### src/shared/micp_cfg.svh
// Constants for the memory input capture port
`ifndef MICP_CFG_SVH
`define MICP_CFG_SVH

`define MICP_ADDR_W        21
`define MICP_BANK_W        3
`define MICP_DATA_W        36
`define MICP_BURST_WORDS   2
`define MICP_FIFO_DEPTH    8
`define MICP_CFG_RST       21'h0_0000
`define MICP_SYS_PERIOD_NS 100
`define MICP_QK_PERIOD_NS  800
`define MICP_QK_HALF_CYC   ((`MICP_QK_PERIOD_NS / `MICP_SYS_PERIOD_NS) / 2)

`endif

### src/shared/micp_pkg.sv
// Types for the memory input capture port
`default_nettype none
package micp_pkg;
	typedef enum logic [4:0] {
		MICP_CMD_NOP   = 5'h01,
		MICP_CMD_READ  = 5'h02,
		MICP_CMD_WRITE = 5'h04,
		MICP_CMD_AREF  = 5'h08,
		MICP_CMD_CFG   = 5'h10
	} micp_cmd_t;
	typedef enum logic [1:0] {
		MICP_WIN_IDLE  = 2'h1,
		MICP_WIN_BURST = 2'h2
	} micp_win_t;
endpackage
`default_nettype wire

### src/rtl/micp_capture.sv
// Command, address and write data capture front end
`timescale 1ns/1ps
`default_nettype none
`include "micp_cfg.svh"

module micp_capture #(
	parameter int DATA_W      = `MICP_DATA_W,
	parameter int BURST_WORDS = `MICP_BURST_WORDS,
	parameter int FIFO_DEPTH  = `MICP_FIFO_DEPTH
) (
	input  wire logic                    clk_sys,
	input  wire logic                    rst,
	input  wire logic                    clock_p,
	input  wire logic                    clock_n,
	input  wire logic                    chip_select_n,
	input  wire logic                    write_enable_n,
	input  wire logic                    refresh_n,
	input  wire logic [`MICP_ADDR_W-1:0] addr_lines,
	input  wire logic [`MICP_BANK_W-1:0] bank_select,
	input  wire logic                    write_data_clock_lo,
	input  wire logic                    write_data_clock_lo_n,
	input  wire logic                    write_data_clock_hi,
	input  wire logic                    write_data_clock_hi_n,
	input  wire logic                    write_mask,
	input  wire logic [DATA_W-1:0]       data_in,
	output logic                         read_data_clock,
	output logic                         read_data_clock_n,
	output logic                         read_valid_flag,
	output logic                         cmd_valid,
	output micp_pkg::micp_cmd_t          cmd_kind,
	output logic [`MICP_ADDR_W-1:0]      cmd_addr,
	output logic [`MICP_BANK_W-1:0]      cmd_bank,
	output logic [`MICP_ADDR_W-1:0]      config_word,
	output logic                         burst_active,
	output logic                         overrun,
	output logic                         word_valid,
	input  wire logic                    word_ready,
	output logic [DATA_W-1:0]            word_data
);
	localparam int LANES = (DATA_W == 36) ? 2 : 1;
	localparam int LW    = DATA_W / LANES;
	localparam int SW    = 10 + `MICP_BANK_W + `MICP_ADDR_W + DATA_W;
	localparam int QW    = $clog2(`MICP_QK_HALF_CYC) + 1;
	localparam int BW    = $clog2(BURST_WORDS) + 1;

	function automatic micp_pkg::micp_cmd_t decode_cmd(
		input logic we_n,
		input logic ref_n
	);
		case ({we_n, ref_n})
			2'b11:   decode_cmd = micp_pkg::MICP_CMD_READ;
			2'b01:   decode_cmd = micp_pkg::MICP_CMD_WRITE;
			2'b10:   decode_cmd = micp_pkg::MICP_CMD_AREF;
			default: decode_cmd = micp_pkg::MICP_CMD_CFG;
		endcase
	endfunction

	// Pin synchroniser
	logic [SW-1:0] s1_q;
	logic [SW-1:0] s2_q;
	logic ck_p_s, ck_n_s, cs_n_s, we_n_s, ref_n_s, mask_s;
	logic dk_hi_s, dk_hi_n_s, dk_lo_s, dk_lo_n_s;
	logic [`MICP_BANK_W-1:0] bank_s;
	logic [`MICP_ADDR_W-1:0] addr_s;
	logic [DATA_W-1:0]       data_s;

	always_ff @(posedge clk_sys or posedge rst) begin
		if (rst) begin
			s1_q <= '0;
			s2_q <= '0;
		end else begin
			s1_q <= {clock_p, clock_n, chip_select_n, write_enable_n,
				refresh_n, write_data_clock_hi, write_data_clock_hi_n,
				write_data_clock_lo, write_data_clock_lo_n, write_mask,
				bank_select, addr_lines, data_in};
			s2_q <= s1_q;
		end
	end

	assign {ck_p_s, ck_n_s, cs_n_s, we_n_s, ref_n_s, dk_hi_s, dk_hi_n_s,
		dk_lo_s, dk_lo_n_s, mask_s, bank_s, addr_s, data_s} = s2_q;

	// Edge detection on differential levels
	logic             ck_lvl;
	logic             ck_prev_q;
	logic             ck_rise;
	logic [LANES-1:0] dk_lvl;
	logic [LANES-1:0] dk_prev_q;
	logic [LANES-1:0] dk_edge;

	assign ck_lvl  = ck_p_s & ~ck_n_s;
	assign ck_rise = ck_lvl & ~ck_prev_q;

	genvar gl;
	generate
		for (gl = 0; gl < LANES; gl++) begin : g_lane
			if (gl == 0) begin : g_lo
				assign dk_lvl[gl] = dk_lo_s & ~dk_lo_n_s;
			end else begin : g_hi
				assign dk_lvl[gl] = dk_hi_s & ~dk_hi_n_s;
			end
			assign dk_edge[gl] = dk_lvl[gl] ^ dk_prev_q[gl];
		end
	endgenerate

	// Command, capture and read-flag state
	logic                    cmd_valid_q, cmd_valid_d;
	micp_pkg::micp_cmd_t     cmd_kind_q, cmd_kind_d;
	logic [`MICP_ADDR_W-1:0] cmd_addr_q, cmd_addr_d;
	logic [`MICP_BANK_W-1:0] cmd_bank_q, cmd_bank_d;
	logic [`MICP_ADDR_W-1:0] cfg_q, cfg_d;
	micp_pkg::micp_win_t     win_q, win_d;
	logic [BW-1:0]           left_q, left_d;
	logic [DATA_W-1:0]       half_q, half_d;
	logic [LANES-1:0]        got_q, got_d;
	logic                    mask_q, mask_d;
	logic                    pend_q, pend_d;
	logic [DATA_W-1:0]       pend_data_q, pend_data_d;
	logic                    ovr_q, ovr_d;
	logic                    rd_pend_q, rd_pend_d;
	logic                    rvalid_q, rvalid_d;
	logic [QW-1:0]           qk_cnt_q, qk_cnt_d;
	logic                    qk_q, qk_d;
	logic                    fifo_ready;
	micp_pkg::micp_cmd_t     cmd_now;

	always_comb begin
		cmd_valid_d = 1'b0;
		cmd_kind_d  = cmd_kind_q;
		cmd_addr_d  = cmd_addr_q;
		cmd_bank_d  = cmd_bank_q;
		cfg_d       = cfg_q;
		win_d       = win_q;
		left_d      = left_q;
		half_d      = half_q;
		got_d       = got_q;
		mask_d      = mask_q;
		pend_d      = pend_q && !fifo_ready;
		pend_data_d = pend_data_q;
		ovr_d       = ovr_q;
		rd_pend_d   = rd_pend_q;
		rvalid_d    = rvalid_q;
		qk_cnt_d    = qk_cnt_q + 1'b1;
		qk_d        = qk_q;
		cmd_now     = decode_cmd(we_n_s, ref_n_s);

		// Lane capture, held off while a word waits for the FIFO
		for (int l = 0; l < LANES; l++) begin
			if (dk_edge[l]) begin
				if (pend_q) begin
					ovr_d = 1'b1;
				end else begin
					half_d[l*LW +: LW] = data_s[l*LW +: LW];
					got_d[l] = 1'b1;
					if (l == LANES - 1) begin
						mask_d = mask_s;
					end
				end
			end
		end

		// Word assembled; counts against the open burst
		if (&got_d) begin
			got_d = '0;
			if (win_q == micp_pkg::MICP_WIN_BURST) begin
				left_d = left_q - 1'b1;
				if (left_q == BW'(1)) begin
					win_d = micp_pkg::MICP_WIN_IDLE;
				end
				if (!mask_d) begin
					pend_d      = 1'b1;
					pend_data_d = half_d;
				end
			end
		end

		// Command decode, only while selected
		if (ck_rise && !cs_n_s) begin
			cmd_valid_d = 1'b1;
			cmd_kind_d  = cmd_now;
			cmd_addr_d  = addr_s;
			cmd_bank_d  = bank_s;
			case (cmd_now)
				micp_pkg::MICP_CMD_CFG: begin
					cfg_d = addr_s;
				end
				micp_pkg::MICP_CMD_WRITE: begin
					win_d  = micp_pkg::MICP_WIN_BURST;
					left_d = BW'(BURST_WORDS);
				end
				micp_pkg::MICP_CMD_READ: begin
					rd_pend_d = 1'b1;
				end
				default: begin
				end
			endcase
		end

		// Free-running read clock; flag moves on its rise
		if (qk_cnt_q == QW'(`MICP_QK_HALF_CYC - 1)) begin
			qk_cnt_d = '0;
			qk_d     = !qk_q;
			if (!qk_q) begin
				rvalid_d = rd_pend_q;
				if (!(ck_rise && !cs_n_s &&
					cmd_now == micp_pkg::MICP_CMD_READ)) begin
					rd_pend_d = 1'b0;
				end
			end
		end
	end

	always_ff @(posedge clk_sys or posedge rst) begin
		if (rst) begin
			ck_prev_q   <= 1'b0;
			dk_prev_q   <= '0;
			cmd_valid_q <= 1'b0;
			cmd_kind_q  <= micp_pkg::MICP_CMD_NOP;
			cmd_addr_q  <= '0;
			cmd_bank_q  <= '0;
			cfg_q       <= `MICP_CFG_RST;
			win_q       <= micp_pkg::MICP_WIN_IDLE;
			left_q      <= '0;
			half_q      <= '0;
			got_q       <= '0;
			mask_q      <= 1'b0;
			pend_q      <= 1'b0;
			pend_data_q <= '0;
			ovr_q       <= 1'b0;
			rd_pend_q   <= 1'b0;
			rvalid_q    <= 1'b0;
			qk_cnt_q    <= '0;
			qk_q        <= 1'b0;
		end else begin
			ck_prev_q   <= ck_lvl;
			dk_prev_q   <= dk_lvl;
			cmd_valid_q <= cmd_valid_d;
			cmd_kind_q  <= cmd_kind_d;
			cmd_addr_q  <= cmd_addr_d;
			cmd_bank_q  <= cmd_bank_d;
			cfg_q       <= cfg_d;
			win_q       <= win_d;
			left_q      <= left_d;
			half_q      <= half_d;
			got_q       <= got_d;
			mask_q      <= mask_d;
			pend_q      <= pend_d;
			pend_data_q <= pend_data_d;
			ovr_q       <= ovr_d;
			rd_pend_q   <= rd_pend_d;
			rvalid_q    <= rvalid_d;
			qk_cnt_q    <= qk_cnt_d;
			qk_q        <= qk_d;
		end
	end

	micp_fifo #(
		.WIDTH (DATA_W),
		.DEPTH (FIFO_DEPTH)
	) u_fifo (
		.clk_sys   (clk_sys),
		.rst       (rst),
		.in_valid  (pend_q),
		.in_ready  (fifo_ready),
		.in_data   (pend_data_q),
		.out_valid (word_valid),
		.out_ready (word_ready),
		.out_data  (word_data)
	);

	assign read_data_clock   = qk_q;
	assign read_data_clock_n = !qk_q;
	assign read_valid_flag   = rvalid_q;
	assign cmd_valid         = cmd_valid_q;
	assign cmd_kind          = cmd_kind_q;
	assign cmd_addr          = cmd_addr_q;
	assign cmd_bank          = cmd_bank_q;
	assign config_word       = cfg_q;
	assign burst_active      = (win_q == micp_pkg::MICP_WIN_BURST);
	assign overrun           = ovr_q;
endmodule
`default_nettype wire

### src/rtl/micp_fifo.sv
// Write data FIFO with registered read data
`timescale 1ns/1ps
`default_nettype none
module micp_fifo #(
	parameter int WIDTH = 36,
	parameter int DEPTH = 8
) (
	input  wire logic             clk_sys,
	input  wire logic             rst,
	input  wire logic             in_valid,
	output logic                  in_ready,
	input  wire logic [WIDTH-1:0] in_data,
	output logic                  out_valid,
	input  wire logic             out_ready,
	output logic [WIDTH-1:0]      out_data
);
	localparam int AW = $clog2(DEPTH);
	logic [WIDTH-1:0] mem_q [DEPTH];
	logic [AW-1:0]    wr_q;
	logic [AW-1:0]    wr_d;
	logic [AW-1:0]    rd_q;
	logic [AW-1:0]    rd_d;
	logic [AW:0]      cnt_q;
	logic [AW:0]      cnt_d;
	logic             out_valid_q;
	logic             out_valid_d;
	logic [WIDTH-1:0] out_data_q;
	logic [WIDTH-1:0] out_data_d;
	logic             push;
	logic             pop;

	always_comb begin
		in_ready    = (cnt_q != (AW+1)'(DEPTH));
		push        = in_valid && in_ready;
		pop         = (cnt_q != '0) && (!out_valid_q || out_ready);
		wr_d        = push ? wr_q + 1'b1 : wr_q;
		rd_d        = pop ? rd_q + 1'b1 : rd_q;
		cnt_d       = cnt_q + (AW+1)'(push) - (AW+1)'(pop);
		out_valid_d = pop ? 1'b1 : (out_ready ? 1'b0 : out_valid_q);
		out_data_d  = pop ? mem_q[rd_q] : out_data_q;
	end

	always_ff @(posedge clk_sys or posedge rst) begin
		if (rst) begin
			wr_q        <= '0;
			rd_q        <= '0;
			cnt_q       <= '0;
			out_valid_q <= 1'b0;
			out_data_q  <= '0;
		end else begin
			wr_q        <= wr_d;
			rd_q        <= rd_d;
			cnt_q       <= cnt_d;
			out_valid_q <= out_valid_d;
			out_data_q  <= out_data_d;
		end
	end

	// Storage array, no reset needed
	always_ff @(posedge clk_sys) begin
		if (push) begin
			mem_q[wr_q] <= in_data;
		end
	end

	assign out_valid = out_valid_q;
	assign out_data  = out_data_q;
endmodule
`default_nettype wire

### config.mk
export PLATFORM = sky130hd
export DESIGN_NAME = micp_capture
export DESIGN_NICKNAME = d
export VERILOG_FILES = /design/src/shared/micp_pkg.sv /design/src/rtl/micp_capture.sv /design/src/rtl/micp_fifo.sv
export VERILOG_INCLUDE_DIRS = /design/src /design/src/shared
export SDC_FILE = /design/constraint.sdc
export NUM_CORES = 1
export LEC_CHECK = 0
export BUFFER_PORTS_ARGS = -buffer_cell sky130_fd_sc_hd__buf_4
export CAP_MARGIN = 20
export CORE_MARGIN = 8
export CORE_UTILIZATION = 55
export DETAILED_ROUTE_END_ITERATION = 8
export HOLD_SLACK_MARGIN = 0.02
export PLACE_DENSITY_LB_ADDON = 0.25
export SLEW_MARGIN = 25
export SYNTH_ARGS = -nofsm -noshare
export SYNTH_HDL_FRONTEND = slang
export SYNTH_HIERARCHICAL = 1
export SYNTH_SLANG_ARGS = --single-unit
### constraint.sdc
create_clock -name clk_sys -period 20.2 [get_ports clk_sys]
set_input_delay 3.03 -clock clk_sys [delete_from_list [all_inputs] [get_ports clk_sys]]
set_output_delay 3.03 -clock clk_sys [all_outputs]
set_load 0.02 [all_outputs]
==> impl_results.html, run 1 <==
<table>
<tr><th>Metric</th><th>Value</th></tr>
<tr><th colspan="2">Outcome</th></tr>
<tr><td>Status</td><td>complete, no violations</td></tr>
<tr><th colspan="2">Floorplanning</th></tr>
<tr><td>Height of the chip</td><td>217 um</td></tr>
<tr><td>Core ar.</td><td>roughly 40000 sq um</td></tr>
<tr><td>Row Count</td><td>73</td></tr>
<tr><td>Die Width</td><td>217 um</td></tr>
<tr><td>Initial Utilization</td><td>0.558</td></tr>
<tr><td>DIE AREA</td><td>47000 sq um</td></tr>
<tr><td>Top Ports</td><td>around 170</td></tr>
<tr><th colspan="2">Detailed routing</th></tr>
<tr><td>Via/cell ratio</td><td>between 5 and 6</td></tr>
<tr><td>Remaining antenna violation count</td><td>0</td></tr>
<tr><td>Number of design rule violations left after detail routing</td><td>0</td></tr>
<tr><td>Number of DRC markers in iteration 0</td><td>630</td></tr>
<tr><td>Wire length per cell after detailed routing</td><td>about 21 um</td></tr>
<tr><td>Overall via count from detail_route</td><td>11.0k</td></tr>
<tr><td>Drt pass-1 iters</td><td>5</td></tr>
<tr><td>Wire length after detailed routing</td><td>approximately 43 mm</td></tr>
<tr><th colspan="2">Synth</th></tr>
<tr><td>Number of nets produced by synthesis</td><td>about 1.4k</td></tr>
<tr><td>Library cells used by synthesis</td><td>44</td></tr>
<tr><td>Number of flip-flops and latches in the synthesized netlist</td><td>616</td></tr>
<tr><td>Most instantiated library cell after synthesis</td><td>sky130_fd_sc_hd__dfrtp_1</td></tr>
<tr><td>Cell types with the largest area share after synthesis</td><td>sky130_fd_sc_hd__edfxtp_1 (39%), sky130_fd_sc_hd__dfrtp_1 (37%), sky130_fd_sc_hd__mux2_2 (6.2%)</td></tr>
<tr><td>Most numerous cell types in the synthesized netlist</td><td>sky130_fd_sc_hd__dfrtp_1 (326), sky130_fd_sc_hd__edfxtp_1 (288), sky130_fd_sc_hd__mux2_2 (122), sky130_fd_sc_hd__nand2_1 (119), sky130_fd_sc_hd__mux2i_1 (73)</td></tr>
<tr><td>Sequential fraction of the synthesis area</td><td>0.761</td></tr>
<tr><td>Synth Area per Inst</td><td>between 15 and 20 sq um</td></tr>
<tr><td>Synth top area share</td><td>0.390</td></tr>
<tr><td>Top_reg_cell synth</td><td>sky130_fd_sc_hd__dfrtp_1</td></tr>
<tr><td>Cell type with the highest aggregate area in the netlist</td><td>sky130_fd_sc_hd__edfxtp_1</td></tr>
<tr><td>Mapped Area</td><td>between 20000 and 25000 sq um</td></tr>
<tr><td>Post-synth EDFFs</td><td>approximately 290</td></tr>
<tr><td>Warnings from Yosys</td><td>6</td></tr>
<tr><td>Post-synthesis instance total</td><td>between 1k and 1.5k</td></tr>
<tr><td>Fraction of registers with async set or reset after synthesis</td><td>0.532</td></tr>
<tr><th colspan="2">Critical path</th></tr>
<tr><td>Slowest cell on the critical path</td><td>sky130_fd_sc_hd__buf_4</td></tr>
<tr><td>Data arrival time of the critical path</td><td>~5.0 ns</td></tr>
<tr><td>Delay of the slowest cell on the worst path</td><td>roughly 0.42 ns</td></tr>
<tr><td>Buffering stage count on the worst path with inverters included</td><td>4</td></tr>
<tr><td>Critical-path maximum fanout</td><td>39</td></tr>
<tr><td>Internal reg-to-reg setup slack</td><td>approximately 17 ns</td></tr>
<tr><td>Kind of cell with the highest combined delay on the critical path</td><td>adder cells</td></tr>
<tr><td>Category of the worst setup path launch point</td><td>primary input</td></tr>
<tr><td>Critical setup path kind</td><td>in2reg</td></tr>
<tr><td>Type of destination of the critical path</td><td>register</td></tr>
<tr><td>Critical path, cell by cell</td><td>buf_4 -&gt; nor2b_4 -&gt; buf_4 -&gt; or2_2 -&gt; inv_1 -&gt; ha_1 -&gt; inv_1 -&gt; ha_1 -&gt; fa_1 -&gt; xor2_1</td></tr>
<tr><td>Worst path required time</td><td>20.68 ns</td></tr>
<tr><th colspan="2">Global routing</th></tr>
<tr><td>Overall track demand over capacity in global routing</td><td>0.184</td></tr>
<tr><td>Initial antenna violation count</td><td>0</td></tr>
<tr><td>Global-route wire length before repair</td><td>about 68 mm</td></tr>
<tr><td>Vias in the first global route</td><td>~12k</td></tr>
<tr><td>Largest net degree at the start of global routing</td><td>134</td></tr>
<tr><td>Sum of overflow across all layers after global routing</td><td>0</td></tr>
<tr><th colspan="2">Clock network</th></tr>
<tr><td>Number of buffers inserted by post-CTS setup repair</td><td>0</td></tr>
<tr><td>Clk buf depth</td><td>3</td></tr>
<tr><td>Number of gates resized after cts</td><td>0</td></tr>
<tr><td>Num Clock Sinks</td><td>616</td></tr>
<tr><td>Root Buffer Master</td><td>sky130_fd_sc_hd__clkbuf_16</td></tr>
<tr><td>Number of buffers created by CTS</td><td>just under 60</td></tr>
<tr><td>Clock latency of the later-clocked register in the worst-skew pair</td><td>0.61 ns</td></tr>
<tr><td>Clock tree from TritonCTS</td><td>yes</td></tr>
<tr><td>Total of hold buffers inserted after clock tree synthesis</td><td>0</td></tr>
<tr><td>H-tree lvl count</td><td>2</td></tr>
<tr><td>Clock edge transition at the registers on the reported setup and hold paths</td><td>0.06 ns</td></tr>
<tr><th colspan="2">Timing</th></tr>
<tr><td>Final Critical Period</td><td>about 4.5 ns</td></tr>
<tr><td>Clock skew</td><td>0.0132 ns</td></tr>
<tr><td>Final-report max-slew violation count</td><td>0</td></tr>
<tr><td>Part of the cycle the worst path needs</td><td>0.225</td></tr>
<tr><td>Min Hold Slack</td><td>0.343 ns</td></tr>
<tr><td>Setup repair after global routing missed its margin</td><td>false</td></tr>
<tr><td>Final number of hold-violating endpoints</td><td>0</td></tr>
<tr><td>Peak clock frequency supported by timing</td><td>between 200 and 250 MHz</td></tr>
<tr><td>Normalized max-slew margin</td><td>0.324</td></tr>
<tr><td>Final sum of negative setup slack</td><td>0 ns</td></tr>
<tr><td>Transition time at the pin with the least slew margin</td><td>a little over 1 ns</td></tr>
<tr><td>Final setup violation count</td><td>0</td></tr>
<tr><th colspan="2">Placed design</th></tr>
<tr><td>Detail Placement HPWL</td><td>approximately 25 mm</td></tr>
<tr><td>Post-DP Area</td><td>24000 sq um</td></tr>
<tr><td>Buffers on Ports</td><td>between 150 and 200</td></tr>
<tr><td>RePlAce Congestion</td><td>0.738</td></tr>
<tr><th colspan="2">Layout</th></tr>
<tr><td>Area added between synthesis and finish</td><td>17.4%</td></tr>
<tr><td>Fin area</td><td>around 26000 sq um</td></tr>
<tr><td>Post-layout nets</td><td>1547</td></tr>
<tr><td>N_diodes</td><td>0</td></tr>
<tr><td>Fraction of final layout cells sized beyond drive strength 1</td><td>0.329</td></tr>
<tr><th colspan="2">Power</th></tr>
<tr><td>Worst voltage drop across the vdd grid</td><td>between 0.08 and 0.09 mV</td></tr>
<tr><td>LEAKAGE</td><td>0.0108 uW</td></tr>
<tr><td>PD cells</td><td>around 140 nW/um^2</td></tr>
<tr><th colspan="2">Job</th></tr>
<tr><td>Max Cap Viol</td><td>0</td></tr>
<tr><th colspan="2">Min path</th></tr>
<tr><td>Path class of the lowest-slack min-delay path</td><td>reg2reg</td></tr>
</table>
through the flow:
step	std cells	worst slack, ns	util	power [uW]
final	2037	15.66	0.655	3670
after global routing	2037	15.55	0.655	3830
after CTS	2037	15.62	0.655	3710
after detailed placement	1928	15.03	0.603	2570
after global placement	1926	15.08	0.602	2530
after floorplan	1274	9.42	-	2270
final timing paths:
check	start	to	cells past startpoint
max	word_ready	u_fifo/cnt_q[2]$_DFF_PP0_	10
min	s1_q[14]$_DFF_PP0_	s2_q[14]$_DFF_PP0_	0
max reg2reg	u_fifo/rd_q[0]$_DFFE_PP0P_	u_fifo/out_data[28]$_DFFE_PP0P_	5
min reg2reg	s1_q[14]$_DFF_PP0_	s2_q[14]$_DFF_PP0_	0
max in group asynchronous	rst	s1_q[19]$_DFF_PP0_	3
min in group asynchronous	rst	pend_data_q[9]$_DFFE_PP0P_	2
per-layer routing:
metal,global-route usage,vias to the layer above,part of all wire
met3,0.0524,62,0.070
li1,-,5070,-
met5,0,-,0
met4,0.0541,0,0.018
met2,0.295,252,0.47
met1,0.245,5617,0.44
where the power goes:
part	switching [uW]	internal [uW]	leakage [uW]
sequential	192	1550	0.00656
clock	454	679	0.00100
combinational	413	375	0.00319
total	1060	2610	0.0108
worst reg2reg max path: stages, from the launching register on:
cell                      delay (ns)
sky130_fd_sc_hd__dfrtp_4        0.88
sky130_fd_sc_hd__buf_4          0.75
sky130_fd_sc_hd__buf_4          0.85
sky130_fd_sc_hd__mux2_2         0.47
sky130_fd_sc_hd__o22ai_1        0.19
sky130_fd_sc_hd__o31ai_2        0.10
state kept, by name, summed over array words and instances, names as in the netlist, 4 cells and up, named ones only:
signal,flops
u_fifo/mem_q,288
u_fifo/out_data,36
pend_data_q,36
half_q,36
s2_q,70
cmd_kind,5
cmd_addr,21
config_word,21
u_fifo/cnt_q,4
s1_q,70
layout by cell type, fill, tap and decap left out, types with 6 or more instances in the layout:
| cell type | n |
|---|---|
| sky130_fd_sc_hd__nand2_1 | 117 |
| sky130_fd_sc_hd__dfrtp_1 | 325 |
| sky130_fd_sc_hd__mux2i_1 | 72 |
| sky130_fd_sc_hd__mux2_4 | 30 |
| sky130_fd_sc_hd__clkbuf_8 | 11 |
| sky130_fd_sc_hd__o31ai_2 | 30 |
| sky130_fd_sc_hd__a22o_1 | 36 |
| sky130_fd_sc_hd__o21ai_0 | 42 |
| sky130_fd_sc_hd__clkbuf_1 | 6 |
| sky130_fd_sc_hd__nor2b_1 | 9 |
| sky130_fd_sc_hd__nor2_1 | 12 |
| sky130_fd_sc_hd__o31ai_1 | 7 |
| sky130_fd_sc_hd__mux2_2 | 122 |
| sky130_fd_sc_hd__nand2b_1 | 7 |
| sky130_fd_sc_hd__clkbuf_16 | 59 |
| sky130_fd_sc_hd__ha_1 | 10 |
| sky130_fd_sc_hd__nor2_2 | 6 |
| sky130_fd_sc_hd__mux2_1 | 6 |
| sky130_fd_sc_hd__edfxtp_1 | 288 |
| sky130_fd_sc_hd__inv_1 | 13 |
| sky130_fd_sc_hd__clkinv_2 | 11 |
| sky130_fd_sc_hd__o22ai_1 | 36 |
| sky130_fd_sc_hd__buf_4 | 186 |
| sky130_fd_sc_hd__bufinv_16 | 8 |
area by class of cell:
type,instances,area (sq um)
multi-input cells,583,4940
fillers,2733,13700
repair buffers,189,1440
clock buffers,76,1650
well taps,525,657
clock inverters,33,407
flip-flops and latches,616,16900
inverters,15,63.8
cell families (layout without fill, tap and decap cells):
kind of cell,count (synthesis),in the layout,synth area share
compound gates,159,159,0.0564
simple gates,171,171,0.0337
flops,616,616,0.761
fa+ha+maj,11,11,0.00655
mux,232,232,0.119
buf+inv,75,313,0.0192
xor+xnor,10,10,0.00395
No activity file was read; power rests on OpenSTA's default activity.
==> inputs of run 2 (changes only) <==
ABC_AREA = 1   (was not set)
clock period = 4.4 ns   (was 20.2 ns; I/O delays follow)
==> run 2 against run 1 <==
Effect of this change:
- synthesized cell count rose by 62%
- combinational power grew to 4.9 times the previous value
- final area rose by 3.3%
- cell count up 38%
- register-to-register slack got worse by 15 ns
- core utilization shrank 1.1 points
- critical path depth up 1
- die area grew 4.4%
- critical endpoint unchanged
==> impl_results.html, run 2 <==
<table>
<tr><th>Metric</th><th>Value</th></tr>
<tr><th colspan="2">Critical path</th></tr>
<tr><td>Type of destination of the critical path</td><td>register</td></tr>
<tr><td>Delay of the slowest cell on the worst path</td><td>0.44 ns (+0.02 ns)</td></tr>
<tr><td>Kind of cell with the highest combined delay on the critical path</td><td>adder cells</td></tr>
<tr><td>Critical Path Stages</td><td>11 (+1)</td></tr>
<tr><td>Internal reg-to-reg setup slack</td><td>1.79 ns (-15.04 ns)</td></tr>
<tr><td>Critical Path Start</td><td>u_fifo/cnt_q[2]$_DFF_PP0_</td></tr>
<tr><td>Category of the worst setup path launch point</td><td>register</td></tr>
<tr><td>Slowest cell on the critical path</td><td>sky130_fd_sc_hd__buf_4</td></tr>
<tr><td>Reg-to-reg startpoint</td><td>u_fifo/cnt_q[2]$_DFF_PP0_</td></tr>
<tr><td>Worst path required time</td><td>4.90 ns (-15.78 ns)</td></tr>
<tr><td>Critical-path maximum fanout</td><td>39 (unchanged)</td></tr>
<tr><td>Data arrival time of the critical path</td><td>3.10 ns (-1.92 ns)</td></tr>
<tr><td>Critical path, cell by cell</td><td>inv_1 -&gt; ha_1 -&gt; nand3_1 -&gt; nand2_1 -&gt; buf_4 -&gt; inv_1 -&gt; ha_1 -&gt; inv_1 -&gt; ha_1 -&gt; fa_1 -&gt; xor2_1</td></tr>
<tr><td>Capturing element of the worst setup path</td><td>u_fifo/cnt_q[2]$_DFF_PP0_</td></tr>
<tr><td>Critical setup path kind</td><td>reg2reg</td></tr>
<tr><td>Capture point of the worst reg-to-reg path</td><td>u_fifo/cnt_q[2]$_DFF_PP0_</td></tr>
<tr><td>Buffering stage count on the worst path with inverters included</td><td>4 (unchanged)</td></tr>
<tr><td>Depth of the worst register-to-register path</td><td>11 (+6)</td></tr>
<tr><th colspan="2">Clock network</th></tr>
<tr><td>H-tree lvl count</td><td>2 (unchanged)</td></tr>
<tr><td>Clock edge transition at the registers on the reported setup and hold paths</td><td>0.06 ns (about the same)</td></tr>
<tr><td>Total of hold buffers inserted after clock tree synthesis</td><td>0 (unchanged)</td></tr>
<tr><td>Clock latency of the later-clocked register in the worst-skew pair</td><td>0.62 ns (about the same)</td></tr>
<tr><td>Number of buffers created by CTS</td><td>59 (+1.7%)</td></tr>
<tr><td>Clk buf depth</td><td>3 (unchanged)</td></tr>
<tr><td>Number of gates resized after cts</td><td>0 (unchanged)</td></tr>
<tr><td>Root Buffer Master</td><td>sky130_fd_sc_hd__clkbuf_16</td></tr>
<tr><td>Clock tree from TritonCTS</td><td>yes</td></tr>
<tr><td>Number of buffers inserted by post-CTS setup repair</td><td>0 (unchanged)</td></tr>
<tr><td>Num Clock Sinks</td><td>616 (unchanged)</td></tr>
<tr><th colspan="2">Synth</th></tr>
<tr><td>Largest family of logic cells by synthesized area</td><td>simple AND/OR/NAND/NOR gates</td></tr>
<tr><td>Basic-gate share of the synthesized area counting and, or, nand and nor cells</td><td>0.178 (+0.144)</td></tr>
<tr><td>Area share of xor/xnor cells in the synthesized design</td><td>0.00226 (-0.00169)</td></tr>
<tr><td>Sequential fraction of the synthesis area</td><td>0.726 (-0.0344)</td></tr>
<tr><td>Cell type with the highest aggregate area in the netlist</td><td>sky130_fd_sc_hd__edfxtp_1</td></tr>
<tr><td>Mapped Area</td><td>23200 sq um (+4.7%)</td></tr>
<tr><td>Library cells used by synthesis</td><td>37 (-16%)</td></tr>
<tr><td>Number of nets produced by synthesis</td><td>2148 (+58%)</td></tr>
<tr><td>Synth top area share</td><td>0.373 (-0.0176)</td></tr>
<tr><td>Post-Synth Adder-Cell Area</td><td>0.00625 (-0.000296)</td></tr>
<tr><td>Most instantiated library cell after synthesis</td><td>sky130_fd_sc_hd__nand2_1</td></tr>
<tr><td>Post-synth EDFFs</td><td>288 (unchanged)</td></tr>
<tr><td>Top_reg_cell synth</td><td>sky130_fd_sc_hd__dfrtp_1</td></tr>
<tr><td>Post-synthesis instance total</td><td>2064 (+62%)</td></tr>
<tr><td>Multiplexer share of the synthesized area</td><td>0 (-0.119)</td></tr>
<tr><td>Cell types with the largest area share after synthesis</td><td>sky130_fd_sc_hd__edfxtp_1 (37%), sky130_fd_sc_hd__dfrtp_1 (35%), sky130_fd_sc_hd__nand2_1 (11%)</td></tr>
<tr><td>Most numerous cell types in the synthesized netlist</td><td>sky130_fd_sc_hd__nand2_1 (655), sky130_fd_sc_hd__dfrtp_1 (326), sky130_fd_sc_hd__edfxtp_1 (288), sky130_fd_sc_hd__inv_1 (288), sky130_fd_sc_hd__nand3_1 (281)</td></tr>
<tr><td>Synth Area per Inst</td><td>11.2 sq um (-35%)</td></tr>
<tr><td>Fraction of registers with async set or reset after synthesis</td><td>0.532 (unchanged)</td></tr>
<tr><td>Warnings from Yosys</td><td>6 (unchanged)</td></tr>
<tr><td>Complex-gate fraction of the synthesized area</td><td>0.0166 (-0.0398)</td></tr>
<tr><td>Number of flip-flops and latches in the synthesized netlist</td><td>616 (unchanged)</td></tr>
<tr><th colspan="2">Placed design</th></tr>
<tr><td>Buffers on Ports</td><td>165 (unchanged)</td></tr>
<tr><td>Detail Placement HPWL</td><td>26.6 mm (+6.9%)</td></tr>
<tr><td>RePlAce Congestion</td><td>0.754 (+2.2%)</td></tr>
<tr><th colspan="2">Layout</th></tr>
<tr><td>Area added between synthesis and finish</td><td>15.7%</td></tr>
<tr><td>Post-layout nets</td><td>2306 (+49%)</td></tr>
<tr><td>Fill count</td><td>3099 (+13%)</td></tr>
<tr><td>Highest-count cells in the layout ignoring fill and taps</td><td>sky130_fd_sc_hd__nand2_1 (655), sky130_fd_sc_hd__dfrtp_1 (323), sky130_fd_sc_hd__edfxtp_1 (288)</td></tr>
<tr><td>Final core utilization</td><td>0.643 (-0.0115)</td></tr>
<tr><td>Most common library cell in the layout ignoring fill and taps</td><td>sky130_fd_sc_hd__nand2_1</td></tr>
<tr><td>Registers with the most flip-flops</td><td>u_fifo/mem_q: 288 flops, s1_q: 70 flops, s2_q: 70 flops</td></tr>
<tr><td>Register bank with the most flops</td><td>u_fifo/mem_q</td></tr>
<tr><td>Number of flip-flops in the largest register</td><td>288 (unchanged)</td></tr>
<tr><td>Fraction of final layout cells sized beyond drive strength 1</td><td>0.142 (-0.187)</td></tr>
<tr><th colspan="2">Floorplanning</th></tr>
<tr><td>Height of the chip</td><td>221 um (+2.2%)</td></tr>
<tr><td>Core ar.</td><td>41800 sq um (+5.1%)</td></tr>
<tr><td>DIE AREA</td><td>49000 sq um (+4.4%)</td></tr>
<tr><td>Row Count</td><td>75 (+2.7%)</td></tr>
<tr><td>Top Ports</td><td>166 (unchanged)</td></tr>
<tr><td>Die Width</td><td>221 um (+2.2%)</td></tr>
<tr><td>Initial Utilization</td><td>0.556 (-0.00196)</td></tr>
<tr><th colspan="2">Timing</th></tr>
<tr><td>Clock skew</td><td>0.0217 ns (+0.00850 ns)</td></tr>
<tr><td>Final sum of negative setup slack</td><td>0 ns (unchanged)</td></tr>
<tr><td>Final number of hold-violating endpoints</td><td>0 (unchanged)</td></tr>
<tr><td>Final setup violation count</td><td>0 (unchanged)</td></tr>
<tr><td>Peak clock frequency supported by timing</td><td>384 MHz</td></tr>
<tr><td>Part of the cycle the worst path needs</td><td>0.592</td></tr>
<tr><td>Transition time at the pin with the least slew margin</td><td>1.01 ns (-0.00770 ns)</td></tr>
<tr><td>Final Critical Period</td><td>~2.6 ns</td></tr>
<tr><td>Final-report max-slew violation count</td><td>0 (unchanged)</td></tr>
<tr><td>Min Hold Slack</td><td>0.0918 ns (-0.251 ns)</td></tr>
<tr><td>Setup repair after global routing missed its margin</td><td>false</td></tr>
<tr><td>Normalized max-slew margin</td><td>0.329 (+0.00514)</td></tr>
<tr><th colspan="2">Detailed routing</th></tr>
<tr><td>Drt pass-1 iters</td><td>5 (unchanged)</td></tr>
<tr><td>Wire length per cell after detailed routing</td><td>16.7 um (-20%)</td></tr>
<tr><td>Wire length after detailed routing</td><td>47.0 mm (+10%)</td></tr>
<tr><td>Number of DRC markers in iteration 0</td><td>998 (+58%)</td></tr>
<tr><td>Via/cell ratio</td><td>5.07 (-6.1%)</td></tr>
<tr><td>Overall via count from detail_route</td><td>14.3k (+30%)</td></tr>
<tr><td>Number of design rule violations left after detail routing</td><td>0 (unchanged)</td></tr>
<tr><td>Remaining antenna violation count</td><td>0 (unchanged)</td></tr>
<tr><th colspan="2">Global routing</th></tr>
<tr><td>Largest net degree at the start of global routing</td><td>168 (+25%)</td></tr>
<tr><td>Initial antenna violation count</td><td>0 (unchanged)</td></tr>
<tr><td>Overall track demand over capacity in global routing</td><td>0.191 (+0.00699)</td></tr>
<tr><td>Global-route wire length before repair</td><td>75.7 mm (+12%)</td></tr>
<tr><td>Sum of overflow across all layers after global routing</td><td>0 (unchanged)</td></tr>
<tr><td>Vias in the first global route</td><td>14.4k (+22%)</td></tr>
<tr><th colspan="2">Job</th></tr>
<tr><td>Max Cap Viol</td><td>0 (unchanged)</td></tr>
<tr><th colspan="2">Power</th></tr>
<tr><td>PD cells</td><td>626 nW/um^2 (+340%)</td></tr>
<tr><td>LEAKAGE</td><td>0.0127 uW (+18%)</td></tr>
<tr><td>Worst voltage drop across the vdd grid</td><td>0.439 mV (+400%)</td></tr>
<tr><th colspan="2">Outcome</th></tr>
<tr><td>Status</td><td>complete, no violations</td></tr>
<tr><th colspan="2">Min path</th></tr>
<tr><td>Path class of the lowest-slack min-delay path</td><td>in2async</td></tr>
</table>
==> run 2: per-layer routing <==
| metal | up-vias | global-route usage | part of all wire |
|---|---|---|---|
| li1 | 6899 | - | - |
| met1 | 6817 | 0.248 | 0.42 |
| met2 | 474 | 0.314 | 0.48 |
| met3 | 79 | 0.0546 | 0.082 |
| met4 | 0 | 0.0541 | 0.021 |
| met5 | - | 0 | 0 |
==> run 2: final cells by class <==
type                       instances  area, sq um  area share
tap                              539          674      0.0251
clock inverter                    29          347      0.0129
inverter                         294         1110      0.0414
antenna                            1         2.50   0.0000932
sequential                       616        16900       0.628
clock buffer                      83         1710      0.0636
timing repair buffer             184         1420      0.0528
multi-input combinational       1067         4730       0.176
==> run 2: stage by stage <==
stage | instances | setup WS (ns) | power (uW) | instance area, sq um
after global routing | 2812 | 1.52 | 17700 | 26900
after floorplan | 2064 | 0.0203 | 10300 | 23200
final | 2813 | 1.79 | 16800 | 26900
after detailed placement | 2700 | 1.56 | 11700 | 24800
after global placement | 2700 | 1.64 | 11600 | 24800
after CTS | 2812 | 1.75 | 17000 | 26900
==> run 2: cells by family (layout without fill, tap and decap cells) <==
logic type | Yosys count | count (layout)
flops | 616 | 616
xor+xnor | 6 | 6
buf+inv | 381 | 590
fa+ha+maj | 11 | 11
other cells | 0 | 1
simple gates | 975 | 975
compound gates | 75 | 75
==> run 2: how the worst min path moves through the flow <==
stage	startpoint	end
after floorplan	s1_q[0]$_DFF_PP0_	s2_q[0]$_DFF_PP0_
after CTS	rst	u_fifo/wr_q[2]$_DFFE_PP0P_
after global routing	rst	u_fifo/wr_q[2]$_DFFE_PP0P_
after global placement	s1_q[40]$_DFF_PP0_	s2_q[40]$_DFF_PP0_
final	rst	u_fifo/wr_q[2]$_DFFE_PP0P_
after detailed placement	s1_q[28]$_DFF_PP0_	s2_q[28]$_DFF_PP0_
==> run 2: power by group <==
group	leakage, uW	switching [uW]	internal (uW)
registers	0.00662	732	7020
clock network	0.00101	2140	3080
logic	0.00504	2540	1290
